--- config.mk ---
export PLATFORM = sky130hd
export DESIGN_NAME = interface_config_registers
export DESIGN_NICKNAME = d
export VERILOG_FILES = /design/src/verilog/iface_cfg_pkg.sv /design/src/verilog/data_fifo.sv /design/src/verilog/interface_config_registers.sv /design/src/verilog/pin_sync.sv
export SDC_FILE = /design/constraint.sdc
export NUM_CORES = 1
export LEC_CHECK = 0
export ABC_AREA = 1
export BUFFER_PORTS_ARGS = -buffer_cell sky130_fd_sc_hd__buf_2
export CORE_ASPECT_RATIO = 1.75
export CORE_MARGIN = 5
export CORE_UTILIZATION = 62
export CTS_BUF_LIST = sky130_fd_sc_hd__clkbuf_2
export DETAILED_ROUTE_END_ITERATION = 12
export PLACE_DENSITY = 0.92
export SLEW_MARGIN = 15
export SYNTH_ARGS = -nofsm -noshare
export SYNTH_HDL_FRONTEND = slang
export SYNTH_SLANG_ARGS = --single-unit
--- constraint.sdc ---
create_clock -name core_clk -period 8.2 [get_ports core_clk]
set_input_delay 0.82 -clock core_clk [delete_from_list [all_inputs] [get_ports core_clk]]
set_output_delay 0.82 -clock core_clk [all_outputs]
set_load 0.01 [all_outputs]
--- src/verilog/iface_cfg_pkg.sv ---
// Constants and carrier types for the interface configuration register block
package iface_cfg_pkg;

  // Register indices on the command port
  localparam logic [7:0] IDX_CONFIG     = 8'h01;
  localparam logic [7:0] IDX_INTMASK    = 8'h2e;
  localparam logic [7:0] IDX_DESCRIPTOR = 8'h30;
  localparam logic [7:0] IDX_EP_BUF     = 8'h31;
  localparam logic [7:0] IDX_SETUP      = 8'h32;
  localparam logic [7:0] IDX_EP_COUNT   = 8'h33;
  localparam logic [7:0] IDX_PTR_LO     = 8'h3a;
  localparam logic [7:0] IDX_PTR_HI     = 8'h3b;
  localparam logic [7:0] IDX_IND_DATA   = 8'h3c;

  // Polarity register address in extended space
  localparam logic [15:0] XADDR_POLARITY = 16'he609;

  // Reset values and writable masks
  localparam logic [7:0] CONFIG_RESET   = 8'hc9;
  localparam logic [7:0] INTMASK_RESET  = 8'hff;
  localparam logic [7:0] POLARITY_RESET = 8'h00;
  localparam logic [7:0] POLARITY_MASK  = 8'h3f;
  localparam logic [7:0] ZERO_BYTE      = 8'h00;

  // Setup packet length in bytes
  localparam int SETUP_BYTES = 8;

  // Phase accumulator for the internal clock
  localparam int CORE_CLK_KHZ   = 100000;
  localparam int INT_CLK_30_KHZ = 30000;
  localparam int INT_CLK_48_KHZ = 48000;
  localparam int ACC_BITS       = 16;
  localparam logic [ACC_BITS-1:0] INC_30 =
    ACC_BITS'((INT_CLK_30_KHZ * 64'd65536) / CORE_CLK_KHZ);
  localparam logic [ACC_BITS-1:0] INC_48 =
    ACC_BITS'((INT_CLK_48_KHZ * 64'd65536) / CORE_CLK_KHZ);

  // Data buffer shape
  localparam int FIFO_WIDTH = 8;
  localparam int FIFO_DEPTH = 32;

  // Interface configuration fields, bit 7 first
  typedef struct packed {
    logic clk_src_internal;
    logic freq_48;
    logic clk_oe;
    logic clk_invert;
    logic async_mode;
    logic standby;
    logic flag_pin_is_output;
    logic pullup_disconnect;
  } cfg_s;

  // Pin polarity fields, bit 7 first; 1 means active high
  typedef struct packed {
    logic [1:0] unused;
    logic       packet_end;
    logic       output_enable;
    logic       read;
    logic       write;
    logic       empty;
    logic       full;
  } polarity_s;

endpackage

--- src/verilog/data_fifo.sv ---
// Synchronous FIFO, valid/ready both sides, registered flags
`timescale 1ns/1ps
module data_fifo #(
  parameter int WIDTH = 8,
  parameter int DEPTH = 32
) (
  // Clock and reset
  input  wire logic             core_clk,
  input  wire logic             rst,
  // Fill side
  input  wire logic [WIDTH-1:0] in_data,
  input  wire logic             in_valid,
  output logic                  in_ready,
  // Drain side
  output logic      [WIDTH-1:0] out_data,
  output logic                  out_valid,
  input  wire logic             out_ready
);

  localparam int AW = $clog2(DEPTH);

  logic [WIDTH-1:0] mem [DEPTH];
  logic [AW-1:0]    wr_ptr;
  logic [AW-1:0]    rd_ptr;
  logic [AW:0]      count;
  logic [AW:0]      next_count;
  wire              push = in_valid & in_ready;
  wire              pop  = out_valid & out_ready;

  // Flags from next count, so they stay registered
  assign next_count = count + (AW+1)'(push) - (AW+1)'(pop);
  assign out_data   = mem[rd_ptr];

  always_ff @(posedge core_clk) begin
    if (push) begin
      mem[wr_ptr] <= in_data;
    end
  end

  // Pointers wrap at any depth
  always_ff @(posedge core_clk or posedge rst) begin
    if (rst) begin
      wr_ptr    <= '0;
      rd_ptr    <= '0;
      count     <= '0;
      in_ready  <= 1'b1;
      out_valid <= 1'b0;
    end else begin
      if (push) wr_ptr <= (wr_ptr == AW'(DEPTH-1)) ? '0 : wr_ptr + 1'b1;
      if (pop) rd_ptr <= (rd_ptr == AW'(DEPTH-1)) ? '0 : rd_ptr + 1'b1;
      count     <= next_count;
      in_ready  <= next_count != (AW+1)'(DEPTH);
      out_valid <= next_count != '0;
    end
  end

endmodule

--- src/verilog/interface_config_registers.sv ---
// Interface configuration registers with FIFO pin control for the master port
//
// Behaviour
// RULE1: Clock source 0 is the external pin, 1 (reset) internal.
// RULE2: Internal clock 30 MHz at frequency bit 0, 48 MHz at 1.
// RULE3: Clock pin floats at output enable 0, driven at 1.
// RULE4: Invert 0 uses the rising edge; 1 inverts the clock.
// RULE5: Sync mode samples read/write enables on interface clock edges.
// RULE6: Async mode (reset) needs no clock; controls are strobes.
// RULE7: Writing 1 to standby turns the oscillator off.
// RULE8: Master sets standby after suspend interrupt, or if disconnected.
// RULE9: Standby ends on USB bus activity or the wake input.
// RULE10: Pin function 0 makes shared pin a select input, 1 a flag.
// RULE11: Disconnect bit 1 floats the D+ pull-up; 0 pulls it high.
// RULE12: Configuration at 01, all read/write, reset bits 7,6,3,0 set.
// RULE13: Indices 3A, 3B, 3C: pointer low, pointer high, data.
// RULE14: Index 32 reads eight setup bytes; a write stalls the control endpoint.
// RULE15: Master waits 35 us after ready before FIFO writes post length change.
// RULE16: Master waits 85 us after ready before FIFO writes post flush write.
// RULE17: Polarity holds six pin polarities, top two read-only, reset zero.
// RULE18: Async strobes synchronised, each gives exactly one access.
`timescale 1ns/1ps
module interface_config_registers #(
  parameter int FIFO_WIDTH = iface_cfg_pkg::FIFO_WIDTH,
  parameter int FIFO_DEPTH = iface_cfg_pkg::FIFO_DEPTH
) (
  // Clock and reset
  input  wire logic                  core_clk,
  input  wire logic                  rst,
  // Command register port
  input  wire logic [7:0]            reg_index,
  input  wire logic [7:0]            reg_wdata,
  input  wire logic                  reg_wr_strobe,
  input  wire logic                  reg_rd_strobe,
  output logic      [7:0]            reg_rdata,
  // Interface clock pin
  input  wire logic                  interface_clock_pin_in,
  output logic                       interface_clock_pin_out,
  output logic                       interface_clock_pin_oe,
  // FIFO pins
  input  wire logic                  fifo_read_pin,
  input  wire logic                  fifo_write_pin,
  input  wire logic                  fifo_output_enable_pin,
  input  wire logic                  packet_end_pin,
  input  wire logic [FIFO_WIDTH-1:0] fifo_data_in,
  output logic      [FIFO_WIDTH-1:0] fifo_data_out,
  output logic                       fifo_data_oe,
  output logic                       empty_flag,
  output logic                       full_flag,
  // Shared fourth flag or chip select pin
  input  wire logic                  fourth_flag_or_select_in,
  output logic                       fourth_flag_or_select_out,
  output logic                       fourth_flag_or_select_oe,
  // USB engine, receive data to master
  input  wire logic [FIFO_WIDTH-1:0] usb_rx_data,
  input  wire logic                  usb_rx_valid,
  output logic                       usb_rx_ready,
  // USB engine, master write data
  output logic      [FIFO_WIDTH-1:0] usb_tx_data,
  output logic                       usb_tx_valid,
  output logic                       usb_tx_packet_end,
  // Control endpoint
  input  wire logic [63:0]           setup_packet,
  input  wire logic                  setup_new,
  output logic                       ep0_stall,
  output logic      [7:0]            ep0_byte_count,
  // Power and connection
  input  wire logic                  usb_bus_activity,
  input  wire logic                  wake_input_pin,
  output logic                       oscillator_off,
  output logic                       pullup_disconnect,
  output logic      [7:0]            interrupt_mask
);

  // Pin synchroniser lanes
  localparam int NS = 34;

  iface_cfg_pkg::cfg_s      cfg;
  iface_cfg_pkg::polarity_s pol;
  logic [7:0]  ptr_lo;
  logic [7:0]  ptr_hi;
  logic [2:0]  setup_sel;
  logic [iface_cfg_pkg::ACC_BITS-1:0] phase;
  logic        sel_clk_prev;
  logic        rd_act_prev;
  logic        wr_act_prev;
  logic        pe_act_prev;
  logic [NS-1:0] s_level;
  logic [NS-1:0] s_rise;

  // All pin inputs pass two flip-flops first
  pin_sync #(
    .W (NS)
  ) u_sync (
    .core_clk (core_clk),
    .rst      (rst),
    .async_in ({reg_index, reg_wdata, fifo_data_in, reg_wr_strobe, reg_rd_strobe,
                fifo_read_pin, fifo_write_pin, fifo_output_enable_pin, packet_end_pin,
                fourth_flag_or_select_in, interface_clock_pin_in, usb_bus_activity,
                wake_input_pin}),
    .level    (s_level),
    .rise     (s_rise)
  );

  // Synchronised pin names
  wire [7:0] idx_s      = s_level[33:26];
  wire [7:0] wdata_s    = s_level[25:18];
  wire [7:0] fdata_s    = s_level[17:10];
  wire       reg_wr_evt = s_rise[9];
  wire       reg_rd_evt = s_rise[8];
  wire       rd_pin_s   = s_level[7];
  wire       wr_pin_s   = s_level[6];
  wire       oe_pin_s   = s_level[5];
  wire       pe_pin_s   = s_level[4];
  wire       cs_pin_s   = s_level[3];
  wire       interface_clock_pin_s    = s_level[2];
  wire       activity_s = s_level[1];
  wire       wake_s     = s_level[0];

  // Command decode
  wire wr_config   = reg_wr_evt & (idx_s == iface_cfg_pkg::IDX_CONFIG);
  wire wr_intmask  = reg_wr_evt & (idx_s == iface_cfg_pkg::IDX_INTMASK);
  wire wr_setup    = reg_wr_evt & (idx_s == iface_cfg_pkg::IDX_SETUP);
  wire wr_epcount  = reg_wr_evt & (idx_s == iface_cfg_pkg::IDX_EP_COUNT);
  wire wr_ptr_lo   = reg_wr_evt & (idx_s == iface_cfg_pkg::IDX_PTR_LO);
  wire wr_ptr_hi   = reg_wr_evt & (idx_s == iface_cfg_pkg::IDX_PTR_HI);
  wire wr_ind      = reg_wr_evt & (idx_s == iface_cfg_pkg::IDX_IND_DATA);
  wire rd_setup    = reg_rd_evt & (idx_s == iface_cfg_pkg::IDX_SETUP);
  wire ptr_is_pol  = {ptr_hi, ptr_lo} == iface_cfg_pkg::XADDR_POLARITY;

  // Upper polarity pair reads zero
  wire [7:0] pol_image = pol & iface_cfg_pkg::POLARITY_MASK; // RULE17

  // Setup byte picked by the read cursor, byte 0 first
  wire [7:0] setup_byte = setup_packet[{setup_sel, 3'b000} +: 8]; // RULE14

  // Read selection; unmapped and write-only indices read zero
  wire [7:0] rd_value =
    (idx_s == iface_cfg_pkg::IDX_CONFIG)   ? cfg :
    (idx_s == iface_cfg_pkg::IDX_INTMASK)  ? interrupt_mask :
    (idx_s == iface_cfg_pkg::IDX_SETUP)    ? setup_byte :
    (idx_s == iface_cfg_pkg::IDX_EP_COUNT) ? ep0_byte_count :
    (idx_s == iface_cfg_pkg::IDX_PTR_LO)   ? ptr_lo :
    (idx_s == iface_cfg_pkg::IDX_PTR_HI)   ? ptr_hi :
    (idx_s == iface_cfg_pkg::IDX_IND_DATA) ? (ptr_is_pol ? pol_image
                                                          : iface_cfg_pkg::ZERO_BYTE) :
    iface_cfg_pkg::ZERO_BYTE;

  // Wake pin active low, bus activity high
  wire wake_req = ~wake_s | activity_s;

  // Config register; a same-cycle wake beats a standby write
  always_ff @(posedge core_clk or posedge rst) begin
    if (rst) begin
      cfg <= iface_cfg_pkg::CONFIG_RESET; // RULE12
    end else if (wr_config) begin
      cfg         <= wdata_s; // RULE12
      cfg.standby <= wdata_s[2] & ~wake_req; // RULE7
    end else if (cfg.standby & wake_req) begin
      cfg.standby <= 1'b0; // RULE9
    end
  end

  // Oscillator and pull-up follow their bits
  assign oscillator_off    = cfg.standby; // RULE7
  assign pullup_disconnect = cfg.pullup_disconnect; // RULE11

  // Other indexed registers and pointer
  always_ff @(posedge core_clk or posedge rst) begin
    if (rst) begin
      interrupt_mask <= iface_cfg_pkg::INTMASK_RESET;
      ep0_byte_count <= iface_cfg_pkg::ZERO_BYTE;
      ptr_lo         <= iface_cfg_pkg::ZERO_BYTE;
      ptr_hi         <= iface_cfg_pkg::ZERO_BYTE;
    end else begin
      if (wr_intmask) interrupt_mask <= wdata_s;
      if (wr_epcount) ep0_byte_count <= wdata_s;
      if (wr_ptr_lo) ptr_lo <= wdata_s; // RULE13
      if (wr_ptr_hi) ptr_hi <= wdata_s; // RULE13
    end
  end

  // Indirect write reaches polarity register on pointer match
  always_ff @(posedge core_clk or posedge rst) begin
    if (rst) begin
      pol <= iface_cfg_pkg::POLARITY_RESET; // RULE17
    end else if (wr_ind & ptr_is_pol) begin
      pol <= wdata_s & iface_cfg_pkg::POLARITY_MASK; // RULE13
    end
  end

  // Read data captured once per strobe, then held
  always_ff @(posedge core_clk or posedge rst) begin
    if (rst) begin
      reg_rdata <= iface_cfg_pkg::ZERO_BYTE;
    end else if (reg_rd_evt) begin
      reg_rdata <= rd_value; // RULE13
    end
  end

  // Setup cursor restarts per packet, wraps after eight
  always_ff @(posedge core_clk or posedge rst) begin
    if (rst) begin
      setup_sel <= 3'h0;
      ep0_stall <= 1'b0;
    end else begin
      if (setup_new) begin
        setup_sel <= 3'h0;
      end else if (rd_setup) begin
        setup_sel <= 3'(setup_sel + 3'h1); // RULE14
      end
      ep0_stall <= wr_setup; // RULE14
    end
  end

  // Phase accumulator clock; one-cycle edge jitter buys freedom from a PLL
  always_ff @(posedge core_clk or posedge rst) begin
    if (rst) begin
      phase <= '0;
    end else begin
      phase <= phase + (cfg.freq_48 ? iface_cfg_pkg::INC_48
                                    : iface_cfg_pkg::INC_30); // RULE2
    end
  end

  // Source and polarity select, then edge detect
  wire int_clk  = phase[iface_cfg_pkg::ACC_BITS-1];
  wire src_clk  = cfg.clk_src_internal ? int_clk : interface_clock_pin_s; // RULE1
  wire sel_clk  = src_clk ^ cfg.clk_invert; // RULE4
  wire if_edge  = sel_clk & ~sel_clk_prev; // RULE4

  // Clock pin drive; only the internal clock is ever sent out
  always_ff @(posedge core_clk or posedge rst) begin
    if (rst) begin
      interface_clock_pin_out <= 1'b0;
      interface_clock_pin_oe  <= 1'b0;
    end else begin
      interface_clock_pin_out <= int_clk ^ cfg.clk_invert;
      interface_clock_pin_oe  <= cfg.clk_oe; // RULE3
    end
  end

  // Pins to active-true via polarity bits
  wire rd_act   = rd_pin_s ^ ~pol.read;
  wire wr_act   = wr_pin_s ^ ~pol.write;
  wire oe_act   = oe_pin_s ^ ~pol.output_enable;
  wire pe_act   = pe_pin_s ^ ~pol.packet_end;
  // Active-low select counts only while the pin is an input
  wire selected = cfg.flag_pin_is_output | ~cs_pin_s; // RULE10

  // Async: once per strobe; sync: per enabled clock edge
  wire rd_access = selected & (cfg.async_mode ? (rd_act & ~rd_act_prev) // RULE6 RULE18
                                              : (if_edge & rd_act)); // RULE5
  wire wr_access = selected & (cfg.async_mode ? (wr_act & ~wr_act_prev) // RULE6 RULE18
                                              : (if_edge & wr_act)); // RULE5
  wire pe_access = selected & (cfg.async_mode ? (pe_act & ~pe_act_prev)
                                              : (if_edge & pe_act));

  // Strobe history starts active: no false edge while the sync fills
  always_ff @(posedge core_clk or posedge rst) begin
    if (rst) begin
      sel_clk_prev <= 1'b0;
      rd_act_prev  <= 1'b1;
      wr_act_prev  <= 1'b1;
      pe_act_prev  <= 1'b1;
    end else begin
      sel_clk_prev <= sel_clk;
      rd_act_prev  <= rd_act;
      wr_act_prev  <= wr_act;
      pe_act_prev  <= pe_act;
    end
  end

  // Receive buffer, USB engine to master
  logic [FIFO_WIDTH-1:0] head_data;
  logic                  head_valid;

  data_fifo #(
    .WIDTH (FIFO_WIDTH),
    .DEPTH (FIFO_DEPTH)
  ) u_fifo (
    .core_clk  (core_clk),
    .rst       (rst),
    .in_data   (usb_rx_data),
    .in_valid  (usb_rx_valid),
    .in_ready  (usb_rx_ready),
    .out_data  (head_data),
    .out_valid (head_valid),
    .out_ready (rd_access)
  );

  // Master-side data and flags; empty reads dropped
  always_ff @(posedge core_clk or posedge rst) begin
    if (rst) begin
      fifo_data_out             <= '0;
      fifo_data_oe              <= 1'b0;
      empty_flag                <= 1'b0;
      full_flag                 <= 1'b0;
      fourth_flag_or_select_out <= 1'b0;
      fourth_flag_or_select_oe  <= 1'b0;
    end else begin
      fifo_data_out             <= head_data;
      fifo_data_oe              <= oe_act & selected;
      empty_flag                <= pol.empty ? ~head_valid : head_valid;
      full_flag                 <= pol.full ? ~usb_rx_ready : usb_rx_ready;
      fourth_flag_or_select_out <= pol.empty ? ~head_valid : head_valid; // RULE10
      fourth_flag_or_select_oe  <= cfg.flag_pin_is_output; // RULE10
    end
  end

  // Master writes go out as one-cycle pulses
  always_ff @(posedge core_clk or posedge rst) begin
    if (rst) begin
      usb_tx_data       <= '0;
      usb_tx_valid      <= 1'b0;
      usb_tx_packet_end <= 1'b0;
    end else begin
      if (wr_access) usb_tx_data <= fdata_s;
      usb_tx_valid      <= wr_access; // RULE5
      usb_tx_packet_end <= pe_access;
    end
  end

endmodule

--- src/verilog/pin_sync.sv ---
// Two-stage pin synchroniser with edge detect
`timescale 1ns/1ps
module pin_sync #(
  parameter int W = 1
) (
  // Clock and reset
  input  wire logic         core_clk,
  input  wire logic         rst,
  // Asynchronous inputs
  input  wire logic [W-1:0] async_in,
  // Synchronised level and edges
  output logic      [W-1:0] level,
  output logic      [W-1:0] rise
);

  logic [W-1:0] stage1;
  logic [W-1:0] stage2;
  logic [W-1:0] stage3;

  // Only stage two reads stage one
  always_ff @(posedge core_clk or posedge rst) begin
    if (rst) begin
      stage1 <= '0;
      stage2 <= '0;
      stage3 <= '0;
    end else begin
      stage1 <= async_in;
      stage2 <= stage1;
      stage3 <= stage2;
    end
  end

  assign level = stage2;
  assign rise  = stage2 & ~stage3;

endmodule
; Yosys cells after proc, flatten, opt, wreduce, memory -nomap -nowiden
; Memory sizes are Yosys's and may differ from the RTL's. A register that Yosys moved wholly into a read port is not among the register bits.
; Index checks and enable logic that the tools add are counted.
[op_classes]
n_reduce_logical = 3
n_addsub = 6
n_bitwise = 47
shifts = 1
n_eq_ne = 11
muxes = 23
[op_table]
columns = op, count
row1 = variable part select 64 x 7 -> 8 bit, 1
row2 = "== test 8 x 6 -> 1 bit, second input constant", 6
row3 = two-way mux 8 bit, 6
row4 = bitwise AND 1 bit, 24
row5 = adder 16 x 15 -> 16 bit, 1
row6 = "== test 16 bit, second input constant", 1
row7 = two-way mux 14 bit, 1
row8 = inverter 1 bit, 13
row9 = two-way mux 6 bit, 2
row10 = "adder 5 x 1 -> 5 bit, second input constant", 2
row11 = bitwise AND 10 bit, 1
row12 = "== test 5 bit, second input constant", 2
row13 = two-way mux 1 bit, 10
row14 = two-way mux 5 bit, 2
row15 = inverter 10 bit, 1
row16 = "== test 8 x 1 -> 1 bit, second input constant", 1
row17 = adder 6 x 1 -> 6 bit, 1
row18 = two-way mux 3 bit, 2
row19 = "!= test 6 bit, second input constant", 1
row20 = nonzero test 6 bit, 1
row21 = subtractor 6 x 1 -> 6 bit, 1
row22 = XOR 1 bit, 6
row23 = nonzero test 2 bit, 2
row24 = "adder 3 x 1 -> 3 bit, second input constant", 1
row25 = bitwise OR 1 bit, 2
[word_totals]
elab_cells = 135
mem_bits_rw = 256
n_memories = 1
register_bits = 190
[memory_table]
columns = memory, words, width, rd, rd_clocked_by_memory_dff, write_ports, line
row1 = u_fifo.mem, 32, 8, 1, 1, 1, data_fifo.sv:22  ; logic [WIDTH-1:0] mem [DEPTH];

; Depth between registers and ports, before layout
[depth]
word_depth = 9
mapped_depth = 17
depth_no_buf = 17

; Modules after synthesis
; Synthesis repeated with hierarchy kept, for this count alone.
[unflattened]
hier_cells = 1970
area_unflattened_um2 = 20150.6
[modules_own_cells]
columns = module, instances, seq_area_each_um2, cells_per_inst, area_each_um2
row1 = data_fifo, 1, 8139.1, 1142, 11908.9
row2 = interface_config_registers, 1, 2571.2, 657, 5345.1
row3 = pin_sync, 1, 2552.4, 171, 2896.5

; Worst setup path before layout
; OpenSTA, ideal clock, no wires.
[synth_timing]
path_kind = register -> register
startpoint = register cfg[7] in the netlist's numbering
endpoint = register u_fifo.out_valid
setup_time_ps = 121
path_stages_with_launch = 18
n_path_buf = 0
arrival_ps = 2662
setup_slack_ps = 5417
path_cell_list = dfstp_2 > nand2_1 > o21ai_1 > xor2_1 > nand2_1 > nand2_1 > nand2_1 > clkinv_2 > ha_1 > inv_1 > ha_1 > inv_1 > fa_1 > o21ai_0 > xor2_1 > nand2_1 > nor2_1 > nand2b_1
[synth_via]
elab_chain_cells = 9
[synth_lines]
columns = element, line
row1 = from (decl), interface_config_registers.sv:78  ; iface_cfg_pkg::cfg_s cfg;
row2 = from (signal assigned), interface_config_registers.sv:155  ; cfg <= iface_cfg_pkg::CONFIG_RESET;
row3 = from (signal assigned), interface_config_registers.sv:157  ; cfg <= wdata_s;
row4 = two-way mux 1 bit, interface_config_registers.sv:228  ; wire src_clk = cfg.clk_src_internal ? int_clk : interface_clock_pin_s;
row5 = XOR 1 bit, interface_config_registers.sv:229  ; wire sel_clk = src_clk ^ cfg.clk_invert;
row6 = named net sel_clk, interface_config_registers.sv:229
row7 = bitwise AND 1 bit, interface_config_registers.sv:230  ; wire if_edge = sel_clk & ~sel_clk_prev;
row8 = bitwise AND 1 bit, interface_config_registers.sv:253  ; : (if_edge & rd_act));
row9 = two-way mux 1 bit, interface_config_registers.sv:252  ; wire rd_access = selected & (cfg.async_mode ? (rd_act & ~rd_act_prev)
row10 = bitwise AND 1 bit, interface_config_registers.sv:252
row11 = bitwise AND 1 bit, data_fifo.sv:28  ; wire pop = out_valid & out_ready;
row12 = named net u_fifo.pop, data_fifo.sv:28
row13 = subtractor 6 x 1 -> 6 bit, data_fifo.sv:31  ; assign next_count = count + (AW+1)'(push) - (AW+1)'(pop);
row14 = nonzero test 6 bit, data_fifo.sv:53  ; out_valid <= next_count != '0;
row15 = to (signal assigned), data_fifo.sv:47  ; out_valid <= 1'b0;
row16 = to (signal assigned), data_fifo.sv:53
row17 = to (decl), data_fifo.sv:16  ; output logic out_valid,
; The timed path passes the listed nets, and every way through them passes these cells.
; A chain may end at the register's enable or synchronous reset.

; Final worst setup path
; Ends and elaborated chain as after synthesis.

==> impl_metrics.yaml <==
sta:
  grt_setup_unrepaired: "false"
  tns_ns: 0
  max_slew.worst_pin.slew_ns: 1.17
  max_slew_margin: 0.218
  final.setup_skew_ns: 0.0843
  hold_violations: 0
  fmax_ghz: 0.299
  setup_viol: 0
  final_max_slew_viol_count: 0
  post-route-min-period_ns: 3.35
  final.period_utilization: 0.408
  worst_slack_ns: 4.85
clocking:
  cts_buffer_depth: 3
  hold_buffers: 36
  cts_tree: "built"
  cts_inserted_buffers: 95
  clk_pin_slew_ns: 0.13
  clock_sinks: 446
  clk-insertion-delay-late_ns: 1.05
  clockRootBuffer: "clkbuf_2"
  postCtsSetupBuffers: 0
  htreeDepth: 3
  cts_resized: 0
pwr:
  p_comb_frac: 0.312
  leakage_nw: 8.50
  power.total_w: 0.00601
  internal_power_w: 0.00371
  switchingPower_w: 0.00230
  clockPowerShare: 0.232
  pwr-share-seq: 0.457
  power.density_mw_per_mm2: 292
  switching_share: 0.383
  max-vdd-ir-drop_mv: 0.231
die:
  die_h_um: 237
  die_w_um: 140
  die_area_mm2: 0.0332
  num_rows: 83
  ioPinCount: 163
  initial_utilization: 0.626
  placeableCoreArea_mm2: 0.0293
setup_path:
  crit_family: "adder cells"
  cp.required_ns: 9.07
  cpPeakStageDelay_ns: 0.58
  critPathBufInv: 3
  crit_path_frequent_cell: "nand2_1"
  worstSetupStartpointType: "flip-flop"
  crit_path_end_kind: "flip-flop"
  critPathArrivalTime_ns: 4.22
  crit_path_top_delay_cell: "dfstp_2"
  critical_path_class: "reg2reg"
  crit_chain: "nand2_1, o21ai_1, xor2_1, nand2_1, nand2_1, nand2_1, clkinv_2, ha_1, inv_1, ha_1, inv_1, fa_1, o21ai_0, xor2_1, nand2_1, nor2_1, nand2b_1"
  crit_fanout: 10
logic_synthesis:
  syn_inst: 1671
  synth_top_area_frac: 0.419
  yosys-top-cells-count: "271 x nor2_1, 256 x edfxtp_1, 249 x nand2_1"
  synth_most_common_cell: "nor2_1"
  ys_seq_area_frac: 0.680
  synthTopCellsByArea: "edfxtp_1 42%, dfrtp_1 24%, o21ai_0 5.7%"
  ys_ff_latch: 446
  async_reset_ff_frac: 0.426
  synthFlopType: "edfxtp_1"
  yosysUniqueCellTypes: 43
  ys_warn_count: 0
  syn_nets: 1805
  synth_edf_count: 256
  avgSynthCellArea_um2: 11.0
  yosysTopAreaCell: "edfxtp_1"
  syn-cell-area_mm2: 0.0183
route:
  final_antenna_net_count: 0
  via_per_inst: 5.92
  drtIter0Drc: 1336
  wire_per_inst_um: 20.3
  drc: 0
  vias: 14000
  drt_wl_total_mm: 47.9
  drtPass1Iterations: 9
placement:
  place.gp.congestion: 0.904
  port_buffers: 162
  place_ws_ns: 4.99
  hpwl_mm: 30.9
  dp_cells: 2149
cells_and_area:
  syn2layout_area_growth_pct: 12.3
  postLayoutCoreUtil: 0.703
  final_cells: 2363
  nets: 2034
  drive_gt1_frac: 0.185
hold_path:
  hold_class: "in2reg"
outcome:
  status: "finished, final reports clean"
global_routing:
  grt_pass1_vias: 14800
  grt_overflow: 0
  grt_pass1_wl_mm: 74.8
  grt_usage: 0.290
  grt_antenna_before_repair: 1
  grt_max_degree: 115
run:
  maxCapViolCount: 0
## metrics by stage
stage / hold WS (ns) / area, um^2
2_1_floorplan: 0.331 / 18300
3_3_place_gp: 0.332 / 19300
3_5_place_dp: 0.336 / 19300
4_1_cts: 0.119 / 20600
5_1_grt: 0.227 / 20600
6_report: 0.237 / 20600
## final timing paths
check,from,endpoint,slack [ns],depth (start not counted)
worst max-delay path,cfg[7],u_fifo.out_valid,4.85,17
worst min-delay path,usb_rx_valid,u_fifo.wr_ptr[2],0.24,4
worst max register to register,cfg[7],u_fifo.out_valid,4.85,17
worst min register to register,u_sync.stage1[22],u_sync.level[22],0.33,0
max in group asynchronous,rst,u_sync.level[33],6.16,4
min in group asynchronous,rst,u_sync.level[19],0.49,3
## cells in the final DEF (no fill, tap or decap), drive strengths merged, types with 2 or more instances in the layout
master / count
nand2: 255
nor3: 11
a211oi: 2
dfstp: 16
bufinv: 3
o21ai: 265
buf: 168
dfrtp: 174
o211ai: 2
nor4: 2
o21bai: 2
xor2: 22
inv: 107
edfxtp: 256
o22ai: 83
a21oi: 35
nor2: 277
clkinv: 51
nand4: 10
dlygate4sd3: 36
nand3: 41
xnor2: 5
clkbuf: 125
ha: 23
## flip-flops by register name (all words and copies together), names as in the netlist, 16 cells and up
| signal | flops |
|---|---|
| u_sync.stage1 | 34 |
| u_fifo.mem | 256 |
| phase | 16 |
| u_sync.level | 34 |
## area by class of cell
type	count	area (um^2)
diodes	1	2.50
inverters	110	424
flip-flops and latches	446	12500
clock buffers	125	626
repair buffers	204	1220
well taps	382	478
clock inverters	52	305
fillers	2021	8700
multi-input cells	1043	5070
## cell families after synthesis
logic type,Yosys count,share of synthesized area
AND/OR/NAND/NOR,600,0.132
flip-flops,446,0.680
AO/OA/AOI/OAI,392,0.115
buffers and inverters,182,0.0436
XOR/XNOR,27,0.0129
adder cells (fa/ha/maj),24,0.0168
## worst min-delay path: stages
cell and delay, ns:
buf_2 0.09, nand2_1 0.15, o21ai_0 0.12, inv_1 0.06
## power groups by stage
stage               sequential, W  clock, W  combinational, W
floorplan                 0.00276         0           0.00128
global placement          0.00277         0           0.00169
detailed placement        0.00279         0           0.00181
CTS                       0.00274   0.00140           0.00183
global route              0.00277   0.00153           0.00204
finish                    0.00275   0.00139           0.00187
## routing by layer
layer,vias up,part of all wire,track usage
li1,6270,-,-
met1,6628,0.30,0.286
met2,835,0.53,0.517
met3,252,0.074,0.0616
met4,0,0.090,0.230
met5,-,0,0
No activity file was read; power rests on OpenSTA's default activity.
